`config.mk`:
```
export PLATFORM = sky130hd
export DESIGN_NAME = gbar_regs
export DESIGN_NICKNAME = d
export VERILOG_FILES = /design/src/rtl/gbar_regs.v
export VERILOG_INCLUDE_DIRS = /design/src /design/src/rtl
export SDC_FILE = /design/constraint.sdc
export NUM_CORES = 1
export LEC_CHECK = 0
export BUFFER_PORTS_ARGS = -buffer_cell sky130_fd_sc_hd__buf_2
export CAP_MARGIN = 0
export CORE_ASPECT_RATIO = 0.8
export CORE_MARGIN = 4
export CORE_UTILIZATION = 34
export CTS_CLUSTER_DIAMETER = 200
export CTS_CLUSTER_SIZE = 25
export DETAILED_ROUTE_END_ITERATION = 10
export PLACE_DENSITY = 0.52
export SYNTH_ARGS = -nofsm -noshare
export SYNTH_HDL_FRONTEND = slang
export SYNTH_SLANG_ARGS = --single-unit
```
`constraint.sdc`:
```
create_clock -name clk_sys -period 4.65 [get_ports clk_sys]
set_clock_uncertainty 0.2 [all_clocks]
set_input_delay 0.2325 -clock clk_sys [delete_from_list [all_inputs] [get_ports clk_sys]]
set_output_delay 0.2325 -clock clk_sys [all_outputs]
set_load 0.02 [all_outputs]
```
`src/rtl/gbar_defines.vh`:
```
// Purpose: offsets, field positions and reset values of the bypass/irq register bank
// Assumes: 32-bit byte-addressed register port, byte offsets as printed
// Notes: definitions only
`ifndef GBAR_DEFINES_VH
`define GBAR_DEFINES_VH
`define GBAR_OFF_BYPASS      12'h044
`define GBAR_OFF_ALT_TAG     12'h048
`define GBAR_OFF_IRQ_CTRL    12'h050
`define GBAR_OFF_IRQ_ACK     12'h054
`define GBAR_BIT_UPDATE      31
`define GBAR_BIT_ABORT       20
`define GBAR_INSN_HI         19
`define GBAR_INSN_LO         18
`define GBAR_PRIV_HI         17
`define GBAR_PRIV_LO         16
`define GBAR_SH_HI           13
`define GBAR_SH_LO           12
`define GBAR_ALLOC_HI        11
`define GBAR_ALLOC_LO        8
`define GBAR_BIT_MT_EN       4
`define GBAR_MATTR_HI        3
`define GBAR_MATTR_LO        0
`define GBAR_BYPASS_MASK     32'h801f3f1f
`define GBAR_TYPE_FIELD_MASK 32'h00003f1f
`define GBAR_PERM_FIELD_MASK 32'h000f0000
`define GBAR_BYPASS_RESET    32'h00001000
`define GBAR_IRQ_MASK        32'h00000007
`define GBAR_IRQ_ACK_DELAY   4'h2
`define GBAR_MT_NORM_WB      4'hf
`define GBAR_MT_NORM_WT      4'ha
`endif

```
`src/rtl/gbar_regs.v`:
```
// Purpose: global bypass attributes, alternate tag and interrupt-enable registers
// Assumes: one clock, registers reached through a simple word register port
// Notes: attribute outputs registered; datapath override is registered one cycle
`include "gbar_defines.vh"

// Behaviour
// - read access type override; writes emitted as data whenever overrides apply
// - privilege override: pass, unprivileged or privileged
// - shareability override: non, pass, outer, inner
// - allocation top bit set replaces read, write and transient hints
// - allocation hints untouched unless resulting type is normal write-back or write-through
// - memory type override bit selects the attribute field value
// - reserved bypass register bits read zero
// - bypass register writable only while update flag is zero
// - overrides apply to non-secure streams only while translation disabled
// - without type override support writes clear those fields: shareability becomes non, the others pass through
// - without permission override support those fields pass through, read zero
// - fields for attributes the outgoing bus lacks are cleared by writes
// - update flag resets to zero; other fields take chosen defaults
// - after flag clears, new attributes apply to new transactions
// - write during pending update ignored; first value completes
// - write without update flag ignored entirely
// - written value reads back at once before completion
// - alternate tag register is 32-bit read-write store
// - three interrupt enables reset zero, upper bits reserved
// - each enable gates wired edge output and message write of its source
// - each enable mirrored into acknowledge register once effective
// - abort bit aborts every bypass transaction
// - interrupt control at 0x50, acknowledge mirror at 0x54
module gbar_regs #(
  parameter TYPE_OVR_SUPPORTED = 1,
  parameter PERM_OVR_SUPPORTED = 1,
  parameter [31:0] OUT_ATTR_MASK = 32'hffffffff,
  parameter ALT_TAG_SUPPORTED = 1,
  parameter [31:0] BYPASS_RESET = `GBAR_BYPASS_RESET
) (
  input  wire        clk_sys,
  input  wire        resetn,
  input  wire        reg_wr,
  input  wire        reg_rd,
  input  wire [11:0] reg_addr,
  input  wire [31:0] reg_wdata,
  output reg  [31:0] reg_rdata,
  input  wire        translation_enable,
  input  wire        txn_valid,
  input  wire        txn_nonsecure,
  input  wire        txn_is_write,
  input  wire        txn_insn,
  input  wire        txn_priv,
  input  wire [1:0]  txn_share,
  input  wire [3:0]  txn_memtype,
  input  wire [2:0]  txn_alloc,
  input  wire        old_txn_outstanding,
  output reg         out_valid,
  output reg         out_abort,
  output reg         out_insn,
  output reg         out_priv,
  output reg  [1:0]  out_share,
  output reg  [3:0]  out_memtype,
  output reg  [2:0]  out_alloc,
  output reg  [31:0] out_alt_tag,
  input  wire [2:0]  irq_event,
  input  wire [2:0]  msi_req,
  output reg  [2:0]  irq_edge,
  output reg  [2:0]  msi_fire,
  output reg  [2:0]  irq_en_effective
);

//////////////////////////////////////////////////////////////////////////////
// write masks from implementation options
function [31:0] gbar_wmask;
  input dummy;
  begin
    gbar_wmask = `GBAR_BYPASS_MASK & OUT_ATTR_MASK;
    if (TYPE_OVR_SUPPORTED == 0)
      gbar_wmask = gbar_wmask & ~`GBAR_TYPE_FIELD_MASK;
    if (PERM_OVR_SUPPORTED == 0)
      gbar_wmask = gbar_wmask & ~`GBAR_PERM_FIELD_MASK;
  end
endfunction

localparam [31:0] WMASK = gbar_wmask(1'b0);

//////////////////////////////////////////////////////////////////////////////
// bypass register and update handshake
localparam [2:0] UPD_IDLE  = 3'b001;
localparam [2:0] UPD_DRAIN = 3'b010;
localparam [2:0] UPD_LATCH = 3'b100;

reg  [31:0] bypass_r;
reg  [31:0] live_r;
reg  [2:0]  upd_state_r;
reg  [31:0] alt_tag_r;
reg  [2:0]  irq_ctrl_r;
reg  [2:0]  irq_ack_r;
reg  [3:0]  irq_cnt_r;
wire        upd_pending;
wire        bypass_wr;
wire        active;

assign upd_pending = bypass_r[`GBAR_BIT_UPDATE];
assign bypass_wr   = reg_wr && (reg_addr == `GBAR_OFF_BYPASS);
assign active      = ~translation_enable & txn_nonsecure;

always @(posedge clk_sys or negedge resetn) begin
  if (!resetn) begin
    bypass_r    <= BYPASS_RESET & `GBAR_BYPASS_MASK & ~32'h80000000;
    live_r      <= BYPASS_RESET & `GBAR_BYPASS_MASK & ~32'h80000000;
    upd_state_r <= UPD_IDLE;
  end else begin
    case (upd_state_r)
      UPD_IDLE: begin
        // only full writes with update set are taken
        if (bypass_wr && reg_wdata[`GBAR_BIT_UPDATE]) begin
          bypass_r    <= (reg_wdata & WMASK) | 32'h80000000;
          upd_state_r <= UPD_DRAIN;
        end
      end
      UPD_DRAIN: begin
        // further writes ignored while pending
        if (!old_txn_outstanding)
          upd_state_r <= UPD_LATCH;
      end
      UPD_LATCH: begin
        live_r      <= bypass_r & ~32'h80000000;
        bypass_r[`GBAR_BIT_UPDATE] <= 1'b0;
        upd_state_r <= UPD_IDLE;
      end
      default: upd_state_r <= UPD_IDLE;
    endcase
  end
end

//////////////////////////////////////////////////////////////////////////////
// alternate tag and interrupt control
always @(posedge clk_sys or negedge resetn) begin
  if (!resetn) begin
    alt_tag_r  <= 32'h00000000;
    irq_ctrl_r <= 3'h0;
  end else if (reg_wr) begin
    if (reg_addr == `GBAR_OFF_ALT_TAG && ALT_TAG_SUPPORTED != 0)
      alt_tag_r <= reg_wdata;
    if (reg_addr == `GBAR_OFF_IRQ_CTRL)
      irq_ctrl_r <= reg_wdata[2:0];
  end
end

// enable change takes effect, then mirrors into acknowledge
always @(posedge clk_sys or negedge resetn) begin
  if (!resetn) begin
    irq_ack_r        <= 3'h0;
    irq_cnt_r        <= 4'h0;
    irq_en_effective <= 3'h0;
  end else begin
    irq_en_effective <= irq_ctrl_r;
    if (irq_ctrl_r != irq_ack_r) begin
      if (irq_cnt_r == `GBAR_IRQ_ACK_DELAY) begin
        irq_ack_r <= irq_en_effective;
        irq_cnt_r <= 4'h0;
      end else begin
        irq_cnt_r <= irq_cnt_r + 4'h1;
      end
    end else begin
      irq_cnt_r <= 4'h0;
    end
  end
end

always @(posedge clk_sys or negedge resetn) begin
  if (!resetn) begin
    irq_edge <= 3'h0;
    msi_fire <= 3'h0;
  end else begin
    irq_edge <= irq_event & irq_en_effective & irq_ack_r;
    msi_fire <= msi_req & irq_en_effective & irq_ack_r;
  end
end

//////////////////////////////////////////////////////////////////////////////
// register read
always @(posedge clk_sys or negedge resetn) begin
  if (!resetn) begin
    reg_rdata <= 32'h00000000;
  end else if (reg_rd) begin
    case (reg_addr)
      `GBAR_OFF_BYPASS:   reg_rdata <= bypass_r & `GBAR_BYPASS_MASK;
      `GBAR_OFF_ALT_TAG:  reg_rdata <= (ALT_TAG_SUPPORTED != 0) ? alt_tag_r : 32'h00000000;
      `GBAR_OFF_IRQ_CTRL: reg_rdata <= {29'h0, irq_ctrl_r};
      `GBAR_OFF_IRQ_ACK:  reg_rdata <= {29'h0, irq_ack_r};
      default:            reg_rdata <= 32'h00000000;
    endcase
  end
end

//////////////////////////////////////////////////////////////////////////////
// bypass attribute datapath
reg        insn_nxt;
reg        priv_nxt;
reg [1:0]  share_nxt;
reg [3:0]  mt_nxt;
reg [2:0]  alloc_nxt;

always @* begin
  insn_nxt  = txn_insn;
  priv_nxt  = txn_priv;
  share_nxt = txn_share;
  mt_nxt    = txn_memtype;
  alloc_nxt = txn_alloc;
  if (active) begin
    if (live_r[`GBAR_INSN_HI])
      insn_nxt = live_r[`GBAR_INSN_LO];
    if (txn_is_write)
      insn_nxt = 1'b0;
    if (live_r[`GBAR_PRIV_HI])
      priv_nxt = live_r[`GBAR_PRIV_LO];
    if (live_r[`GBAR_SH_HI:`GBAR_SH_LO] != 2'b01)
      share_nxt = live_r[`GBAR_SH_HI:`GBAR_SH_LO];
    if (live_r[`GBAR_BIT_MT_EN])
      mt_nxt = live_r[`GBAR_MATTR_HI:`GBAR_MATTR_LO];
    if (live_r[`GBAR_ALLOC_HI] &&
        (mt_nxt == `GBAR_MT_NORM_WB || mt_nxt == `GBAR_MT_NORM_WT))
      alloc_nxt = live_r[`GBAR_ALLOC_HI-1:`GBAR_ALLOC_LO];
  end
end

always @(posedge clk_sys or negedge resetn) begin
  if (!resetn) begin
    out_valid   <= 1'b0;
    out_abort   <= 1'b0;
    out_insn    <= 1'b0;
    out_priv    <= 1'b0;
    out_share   <= 2'h0;
    out_memtype <= 4'h0;
    out_alloc   <= 3'h0;
    out_alt_tag <= 32'h00000000;
  end else begin
    out_valid   <= txn_valid;
    out_abort   <= txn_valid & active & live_r[`GBAR_BIT_ABORT];
    out_insn    <= insn_nxt;
    out_priv    <= priv_nxt;
    out_share   <= share_nxt;
    out_memtype <= mt_nxt;
    out_alloc   <= alloc_nxt;
    out_alt_tag <= active ? alt_tag_r : 32'h00000000;
  end
end

endmodule

```
Word level (Yosys, flattened, before mapping)
Cells that the tools add are included.
- register bits: 164
- input bits: 70
- output and inout bits: 86
- logic and storage cells: 75
- add/subtract/negate cells: 1
- eq/ne operators: 14
- mux-type cells: 21
- bitwise gates (word level): 8
- reductions and logical operators: 11
- operators with widths (operator ; number):
    $pmux W32 S4 ; 1
    $mux W32 ; 2
    $eq A12 B7 Y1 const B ; 4
    $mux W4 ; 5
    $and A3 B3 Y3 ; 4
    $mux W3 ; 4
    $reduce_and A2 Y1 ; 6
    $eq A4 B4 Y1 const B ; 2
    $pmux W3 S2 ; 1
    $mux W1 ; 5
    $add A4 B1 Y4 const B ; 1
    $eq A4 B2 Y1 const B ; 1
    $mux W2 ; 2
    $ne A2 B2 Y1 const B ; 2
    $and A1 B1 Y1 ; 3
    $eq A3 B1 Y1 const B ; 1
    $eq A3 B2 Y1 const B ; 1
    $eq A3 B3 Y1 const B ; 1
    $logic_and A1 B1 Y1 ; 3
    $ne A3 B3 Y1 ; 1
    $ne A2 B1 Y1 const B ; 1
    $pmux W1 S2 ; 1
    $reduce_bool A2 Y1 ; 1
    $logic_or A1 B1 Y1 ; 1
    $not A1 Y1 ; 1

Logic depth before layout (Yosys ltp)
Gate-level depths: netlist of run 1.
- depth in word-level cells: 8
- depth in mapped cells: 8
- gate-level depth less buffers: 5

Worst setup path after synthesis of run 1
No wires, ideal clock.
- path kind: input to register
- start point: input reg_addr[7]
- end point: register alt_tag_r[0]
- library setup time: 125 ps
- arrival time: 1864 ps
- data required time: 4325 ps
- slack: 2461 ps
- stages: 6
- path through: or4b_4 -> nor4_4 -> and3_1 -> buf_6 -> buf_12 -> mux2_4
- word-level cells in the longest chain between the ends: 2
- RTL lines (item ; line ; text):
    start: declaration ; gbar_regs.v:41 ; input wire [11:0] reg_addr,
    $eq A12 B7 Y1 ; - ;
    $reduce_and A2 Y1 (no line) ; - ;
    end signal: assignment ; gbar_regs.v:142 ; alt_tag_r <= reg_wdata;
    end: declaration ; gbar_regs.v:93 ; reg [31:0] alt_tag_r;
No other way between the ends.
A chain may end at the register's enable or synchronous reset.

Worst setup path after layout of run 1
- start point: input reg_addr[7]
- end point: register alt_tag_r[22]
The elaborated chain is that of the path after synthesis.

==> run_results.csv, run 1 <==
group,metric,value,unit
run_status,outcome,"finished clean",
sta,tightest_slew,1.23,ns
min_path,hold_start,"txn_nonsecure",
logic_synthesis,ys_ff_latch,164,
placed_design,pre_cts_ws,1.56,ns
grt,antenna_found_initial,1,
sta,fmax,376,MHz
setup_path,critical_path.max_stage_delay,1.06,ns
floorplanning,io_pins,156,
floorplanning,fp.coreArea,18300,um2
setup_path,r2r_setup_slack,2.34,ns
setup_path,r2r_end,"bypass_r[8]",
clock_network,clockBufferDepth,2,
drt,wl,15.4,mm
setup_path,startpoint_type,"input pin",
logic_synthesis,synth_top_area_cell,"dfrtp_1",
grt,grt_pass1_vias,4364,
pwr,irDropWorstVdd,0.000186,V
setup_path,worstPathMaxFanout,32,
sta,hold_viol,0,
logic_synthesis,yosys.area.top_type_share,63.2,%
grt,grt_pass1_wl,24.2,mm
logic_synthesis,netlist_area,6380,um2
drt,num_vias,4177,
clock_network,htreeDepth,4,
drt,drt_iter0_markers,171,
setup_path,crit_required,4.75,ns
clock_network,cts.sinks,164,
placed_design,dp_hpwl,10.2,mm
job,max_cap_viol_count,0,
floorplanning,die-area,21000,um2
final_layout,drive_gt1_share,42.9,%
placed_design,gp_congestion,0.764,
setup_path,cp-end-kind,"flop",
drt,detail_route.wl_per_cell,17.1,um
grt,grt_max_degree,68,
sta,hold_slack,0.0464,ns
logic_synthesis,synthDistinctLibCells,44,
clock_network,insertion_delay,0.41,ns
sta,slew_violations,0,
logic_synthesis,ys_seq_area_share,64.4,%
setup_path,r2r-start,"upd_state_r[0]",
clock_network,cts_made_buffers,17,
logic_synthesis,synth_warnings,0,
clock_network,cts_tree,"done",
floorplanning,floorplan.initialDensity,34.9,%
final_layout,syn2layout_area_growth,34.1,%
sta,fin_tns_setup,0,ns
min_path,min_path_type,"input pin to flop",
clock_network,cts-root-buf,"clkbuf_16",
sta,setup_violations,0,
setup_path,critPathArrivalTime,2.76,ns
clock_network,postCtsSetupRepairBufs,0,
sta,fin_crit_sh,57.1,%
floorplanning,core.rowCount,44,
setup_path,cp_slowest_cell,"and3_2",
floorplanning,die_h,130,um
setup_path,critPathLaunch,"reg_addr[7]",
logic_synthesis,syn_area_per_cell,15.1,um2
grt,grt_util_all_layers,14.9,%
clock_network,cts.reportedPaths.clkPinSlew,0.07,ns
sta,max-slew-margin-rel,17.9,%
pwr,power_density,368,nW/um2
logic_synthesis,syn_inst,423,
placed_design,portBuffers,155,
setup_path,ff2ff_path_depth,3,
pwr,cellLeakagePower,4.40,nW
setup_path,criticalPathCategory,"input pin to flop",
drt,drc,0,
sta,rsz0062_at_grt,"no",
drt,antenna_left,0,
sta,setup_slack,1.99,ns
setup_path,cp_cell_sequence,"buf_2 -> or4b_4 -> nor4_4 -> and3_2 -> mux2_2",
setup_path,endpoint,"alt_tag_r[22]",
final_layout,final_nets,704,
grt,overflow,0,
floorplanning,die_x,161,um
drt,drt-vias-per-instance,4.65,
logic_synthesis,synthTopCellsByArea,"dfrtp_1 (63%), mux2_2 (8.3%), mux2_4 (7.1%)",
logic_synthesis,syn_nets,495,
drt,dr.pass1.iters,4,
sta,min_period,2.66,ns
==> synth_stat cells, drive strengths merged <==
cell,number
a211oi,3
a21o,1
a21oi,4
a22o,15
a22oi,14
a31oi,3
and2,33
and3,10
buf,9
clkbuf,13
dfrtp,161
dfstp,3
ha,2
inv,2
mux2,78
mux2i,3
nand2,6
nand2b,2
nand3,4
nor2,14
nor2b,2
nor3,2
nor3b,3
nor4,2
nor4bb,1
o211ai,2
o21ai,3
o21ba,1
o2bb2ai,17
or3,1
or4b,2
xnor2,1
xor2,6
==> logic make-up after synthesis <==
| group | count (synthesis) | synth area share, % |
|---|---|---|
| xor+xnor | 7 | 0.962 |
| compound gates | 63 | 7.83 |
| simple gates | 82 | 7.77 |
| mux | 81 | 16.0 |
| flops | 164 | 64.4 |
| fa+ha+maj | 2 | 0.392 |
| buf+inv | 24 | 2.61 |
==> worst max-delay path, delay by kind of cell <==
kind,cells,cell delay (ns)
buffers and inverters,1,0.09
muxes,1,0.42
and+or+nand+nor,3,2.00
==> area by class of cell <==
| type | count | area (um2) |
|---|---|---|
| clock inverters | 8 | 173 |
| diodes | 1 | 2.50 |
| flip-flops and latches | 164 | 4110 |
| multi-input cells | 235 | 2120 |
| clock buffers | 23 | 478 |
| repair buffers | 212 | 1340 |
| well taps | 253 | 317 |
| fillers | 1639 | 9730 |
| inverters | 2 | 7.51 |
==> cells in the final DEF, fill, tap and decap left out, types with 3 or more instances in the layout <==
master	instances
a211oi_1	3
a21oi_1	4
a22o_1	15
a22oi_1	14
a31oi_1	3
and2_1	33
and3_1	8
buf_2	154
buf_4	4
bufinv_16	5
clkbuf_1	3
clkbuf_16	17
clkbuf_8	3
dfrtp_1	161
dfstp_2	3
dlygate4sd3_1	53
mux2_2	47
mux2_4	30
mux2i_1	3
nand2_1	6
nand3_1	4
nor2_1	14
o21ai_0	3
o2bb2ai_1	17
xor2_1	6
==> where the power goes <==
part	internal, mW	switching [mW]
clock network	0.996	0.561
logic	0.0679	0.0831
registers	1.43	0.00288
==> how the worst min path moves through the flow <==
stage                         endpoint  depth (start not counted)
final                     out_share[0]                          4
after floorplan           alt_tag_r[0]                          0
after CTS                 out_share[0]                          4
after global placement     irq_edge[0]                          1
after detailed placement   msi_fire[0]                          1
after global routing      out_share[0]                          4
==> per-stage QoR <==
stage	util, %	power [mW]	std cells	instance area (um2)
4_1_cts	46.8	3.18	897	8550
5_1_grt	46.8	3.25	898	8550
3_3_place_gp	40.3	1.58	813	7370
6_report	46.8	3.15	898	8550
3_5_place_dp	40.3	1.58	813	7370
2_1_floorplan	-	1.50	423	6380
==> registers in the layout, indices dropped and copies added, names as in the netlist, 3 cells and up <==
| signal | flops |
|---|---|
| irq_edge | 3 |
| out_alt_tag | 32 |
| irq_ack_r | 3 |
| msi_fire | 3 |
| upd_state_r | 3 |
| bypass_r | 17 |
| irq_cnt_r | 4 |
| live_r | 16 |
| irq_ctrl_r | 3 |
| out_alloc | 3 |
| alt_tag_r | 32 |
| reg_rdata | 32 |
| out_memtype | 4 |
| irq_en_effective | 3 |
==> timing repair <==
| item | 4_1_cts | 5_1_grt |
|---|---|---|
| hold buffers | 53 | 0 |
| resized for setup | 0 | 0 |
| endpoints found under the hold margin | 137 | 0 |
==> routing by layer <==
layer,up-vias,track usage (%),part of all wire [%]
li1,1928,-,-
met1,2110,20.6,48
met2,124,22.7,45
met3,15,4.86,5.8
met4,0,4.51,1.1
met5,-,0,0
(Power assumes the default switching activity.)
==> run 2: changes to the inputs <==
- ABC_AREA: unset -> 1
- clock period: 4.65 -> 2.6 ns (I/O delays scaled with it)
==> run 2 against run 1 <==
Flip-flop and latch count unchanged. Highest routed layer unchanged. First-iteration DRC count up 63%. Clock power up 60%. Register-to-register slack worse by 1.7 ns. Combinational power up 130%. Largest power group is now registers.
==> run_results.csv, run 2 <==
group,metric,value,unit
sta,fmax,511,MHz
logic_synthesis,synthMostInstantiatedCell,"dfrtp_1",
drt,antenna_left,0,
drt,dr.pass1.iters,6,
floorplanning,io_pins,156,
sta,min_period,1.96,ns
logic_synthesis,synthAdderAreaFrac,0.372,%
placed_design,pre_cts_ws,0.668,ns
final_layout,drive_gt1_share,26.7,%
floorplanning,floorplan.initialDensity,35.0,%
final_layout,final_nets,979,
logic_synthesis,synth-xor-area-share,0.652,%
floorplanning,core.rowCount,45,
floorplanning,die-area,22100,um2
logic_synthesis,synthSimpleGateAreaFrac,17.7,%
placed_design,portBuffers,155,
clock_network,ctsResizeCount,0,
pwr,irDropWorstVdd,0.000311,V
sta,setup_violations,0,
drt,num_vias,5132,
sta,setup_slack,0.642,ns
logic_synthesis,syn_inst,688,
pwr,cellLeakagePower,4.62,nW
grt,grt_pass1_wl,27.2,mm
logic_synthesis,synthDistinctLibCells,35,
logic_synthesis,synth.area.mux_share,0.168,%
floorplanning,fp.coreArea,19200,um2
logic_synthesis,syn_nets,760,
drt,drt_iter0_markers,278,
grt,antenna_found_initial,0,
pwr,power_density,605,nW/um2
min_path,min_path_type,"input pin to flop",
final_layout,final_cell_mix,"dfrtp_1 (161), buf_2 (154), nand2_1 (145)",
sta,fin_tns_setup,0,ns
sta,slew_violations,0,
setup_path,criticalPathCategory,"flop to flop",
setup_path,startpoint_type,"flop",
logic_synthesis,synth_warnings,0,
sta,fin_crit_sh,75.3,%
setup_path,crit_required,2.68,ns
clock_network,cts_made_buffers,17,
grt,grt_pass1_vias,5182,
logic_synthesis,synth_top_family_by_area,"simple AND/OR/NAND/NOR gates",
sta,rsz0062_at_grt,"no",
logic_synthesis,yosys.area.top_type_share,59.9,%
clock_network,cts_tree,"done",
clock_network,cts.sinks,164,
logic_synthesis,synthTopCellsByArea,"dfrtp_1 (60%), nand2_1 (8.1%), nor2_1 (5.5%)",
clock_network,clockBufferDepth,2,
logic_synthesis,ys_seq_area_share,61.1,%
logic_synthesis,synth_compound_area_share,12.2,%
sta,max-slew-margin-rel,50.0,%
run_status,outcome,"finished clean",
logic_synthesis,synth_ff_type,"dfrtp_1",
final_layout,antenna_cells,0,
placed_design,gp_congestion,0.775,
drt,drc,0,
clock_network,cts-root-buf,"clkbuf_16",
clock_network,cts.reportedPaths.clkPinSlew,0.06,ns
final_layout,syn2layout_area_growth,33.3,%
logic_synthesis,synth_top_area_cell,"dfrtp_1",
clock_network,htreeDepth,4,
logic_synthesis,netlist_area,6720,um2
setup_path,cp-end-kind,"flop",
grt,grt_util_all_layers,15.8,%
drt,drt-vias-per-instance,4.36,
final_layout,final_common_cell,"dfrtp_1",
floorplanning,die_x,165,um
sta,hold_viol,0,
placed_design,dp_hpwl,11.3,mm
final_layout,top_regs,"alt_tag_r x32, out_alt_tag x32, reg_rdata x32",
logic_synthesis,syn_area_per_cell,9.77,um2
drt,detail_route.wl_per_cell,14.3,um
floorplanning,die_h,134,um
logic_synthesis,synth-async-reset-ratio,100,%
grt,overflow,0,
grt,grt_max_degree,66,
final_layout,nFillCells,1861,
logic_synthesis,synth-edff-count,0,
clock_network,insertion_delay,0.42,ns
sta,tightest_slew,0.748,ns
logic_synthesis,ys_ff_latch,164,
setup_path,worstPathMaxFanout,6,
job,max_cap_viol_count,0,
drt,wl,16.8,mm
setup_path,critPathArrivalTime,2.04,ns
pwr,p_total,5.42,mW
logic_synthesis,synth_commonest_cells,"dfrtp_1 (161), nand2_1 (145), nor2_1 (98), inv_1 (87), o21ai_0 (41)",
## run 2: path summary, 6_finish.rpt
| path | cells after the start | endpoint | startpoint | slack [ns] |
|---|---|---|---|---|
| max in group asynchronous | 3 | reg_rdata[2] | resetn | 1.36 |
| worst min register to register | 0 | irq_en_effective[2] | irq_ctrl_r[2] | 0.27 |
| worst min-delay path | 5 | out_priv | translation_enable | 0.02 |
| worst max-delay path | 6 | irq_ack_r[0] | irq_cnt_r[0] | 0.64 |
| min in group asynchronous | 2 | out_share[1] | resetn | 0.07 |
| worst max register to register | 6 | irq_ack_r[0] | irq_cnt_r[0] | 0.64 |
## run 2: layer usage
metal / vias up / GRT usage (%) / part of all wire (%)
met1: 2422 / 22.0 / 48
li1: 2587 / - / -
met3: 11 / 3.87 / 4.5
met4: 0 / 4.76 / 0.84
met2: 112 / 24.7 / 46
met5: - / 0 / 0
## run 2: report_power, final
part / switching (mW) / internal (mW)
sequential: 0.00796 / 2.58
clock: 0.974 / 1.51
combinational: 0.196 / 0.147
total: 1.18 / 4.24
## run 2: through the flow
stage	util, %	hold slack (ns)	area, um2	cells
after CTS	46.7	0.0207	8960	1178
after global routing	46.7	0.0480	8960	1178
after detailed placement	40.6	-0.0252	7790	1087
final	46.7	0.0233	8960	1178
after floorplan	-	-0.366	6720	688
after global placement	40.6	-0.0174	7790	1087
## run 2: cell type report
type	count	area [um2]	share of cell area, %
clock buffer	27	503	5.61
clock inverter	5	75.1	0.838
inverter	89	334	3.73
multi-input combinational	408	2100	23.4
sequential	164	4110	45.9
tap	258	323	3.60
timing repair buffer	227	1520	17.0
## run 2: critical path, stage by stage, from the launching register on
cell and delay, ns:
dfrtp_1 0.41, inv_1 0.07, ha_1 0.13, nor3b_1 0.42
o21ai_0 0.37, nor2_1 0.17, a21oi_1 0.05
## run 2: kinds of logic (layout without fill, tap and decap cells)
logic type | count (synthesis) | after routing
AND/OR/NAND/NOR | 286 | 286
multiplexers | 1 | 1
XOR/XNOR | 5 | 5
AO/OA/AOI/OAI | 114 | 114
flip-flops | 164 | 164
buffers and inverters | 116 | 348
adder cells (fa/ha/maj) | 2 | 2
## run 2: what timing repair did
| action | 4_1_cts | 5_1_grt |
|---|---|---|
| hold endpoints to repair | 201 | 0 |
| hold buffers | 59 | 0 |
| endpoints found under the setup margin | 0 | 0 |
| buffers inserted | 0 | 0 |
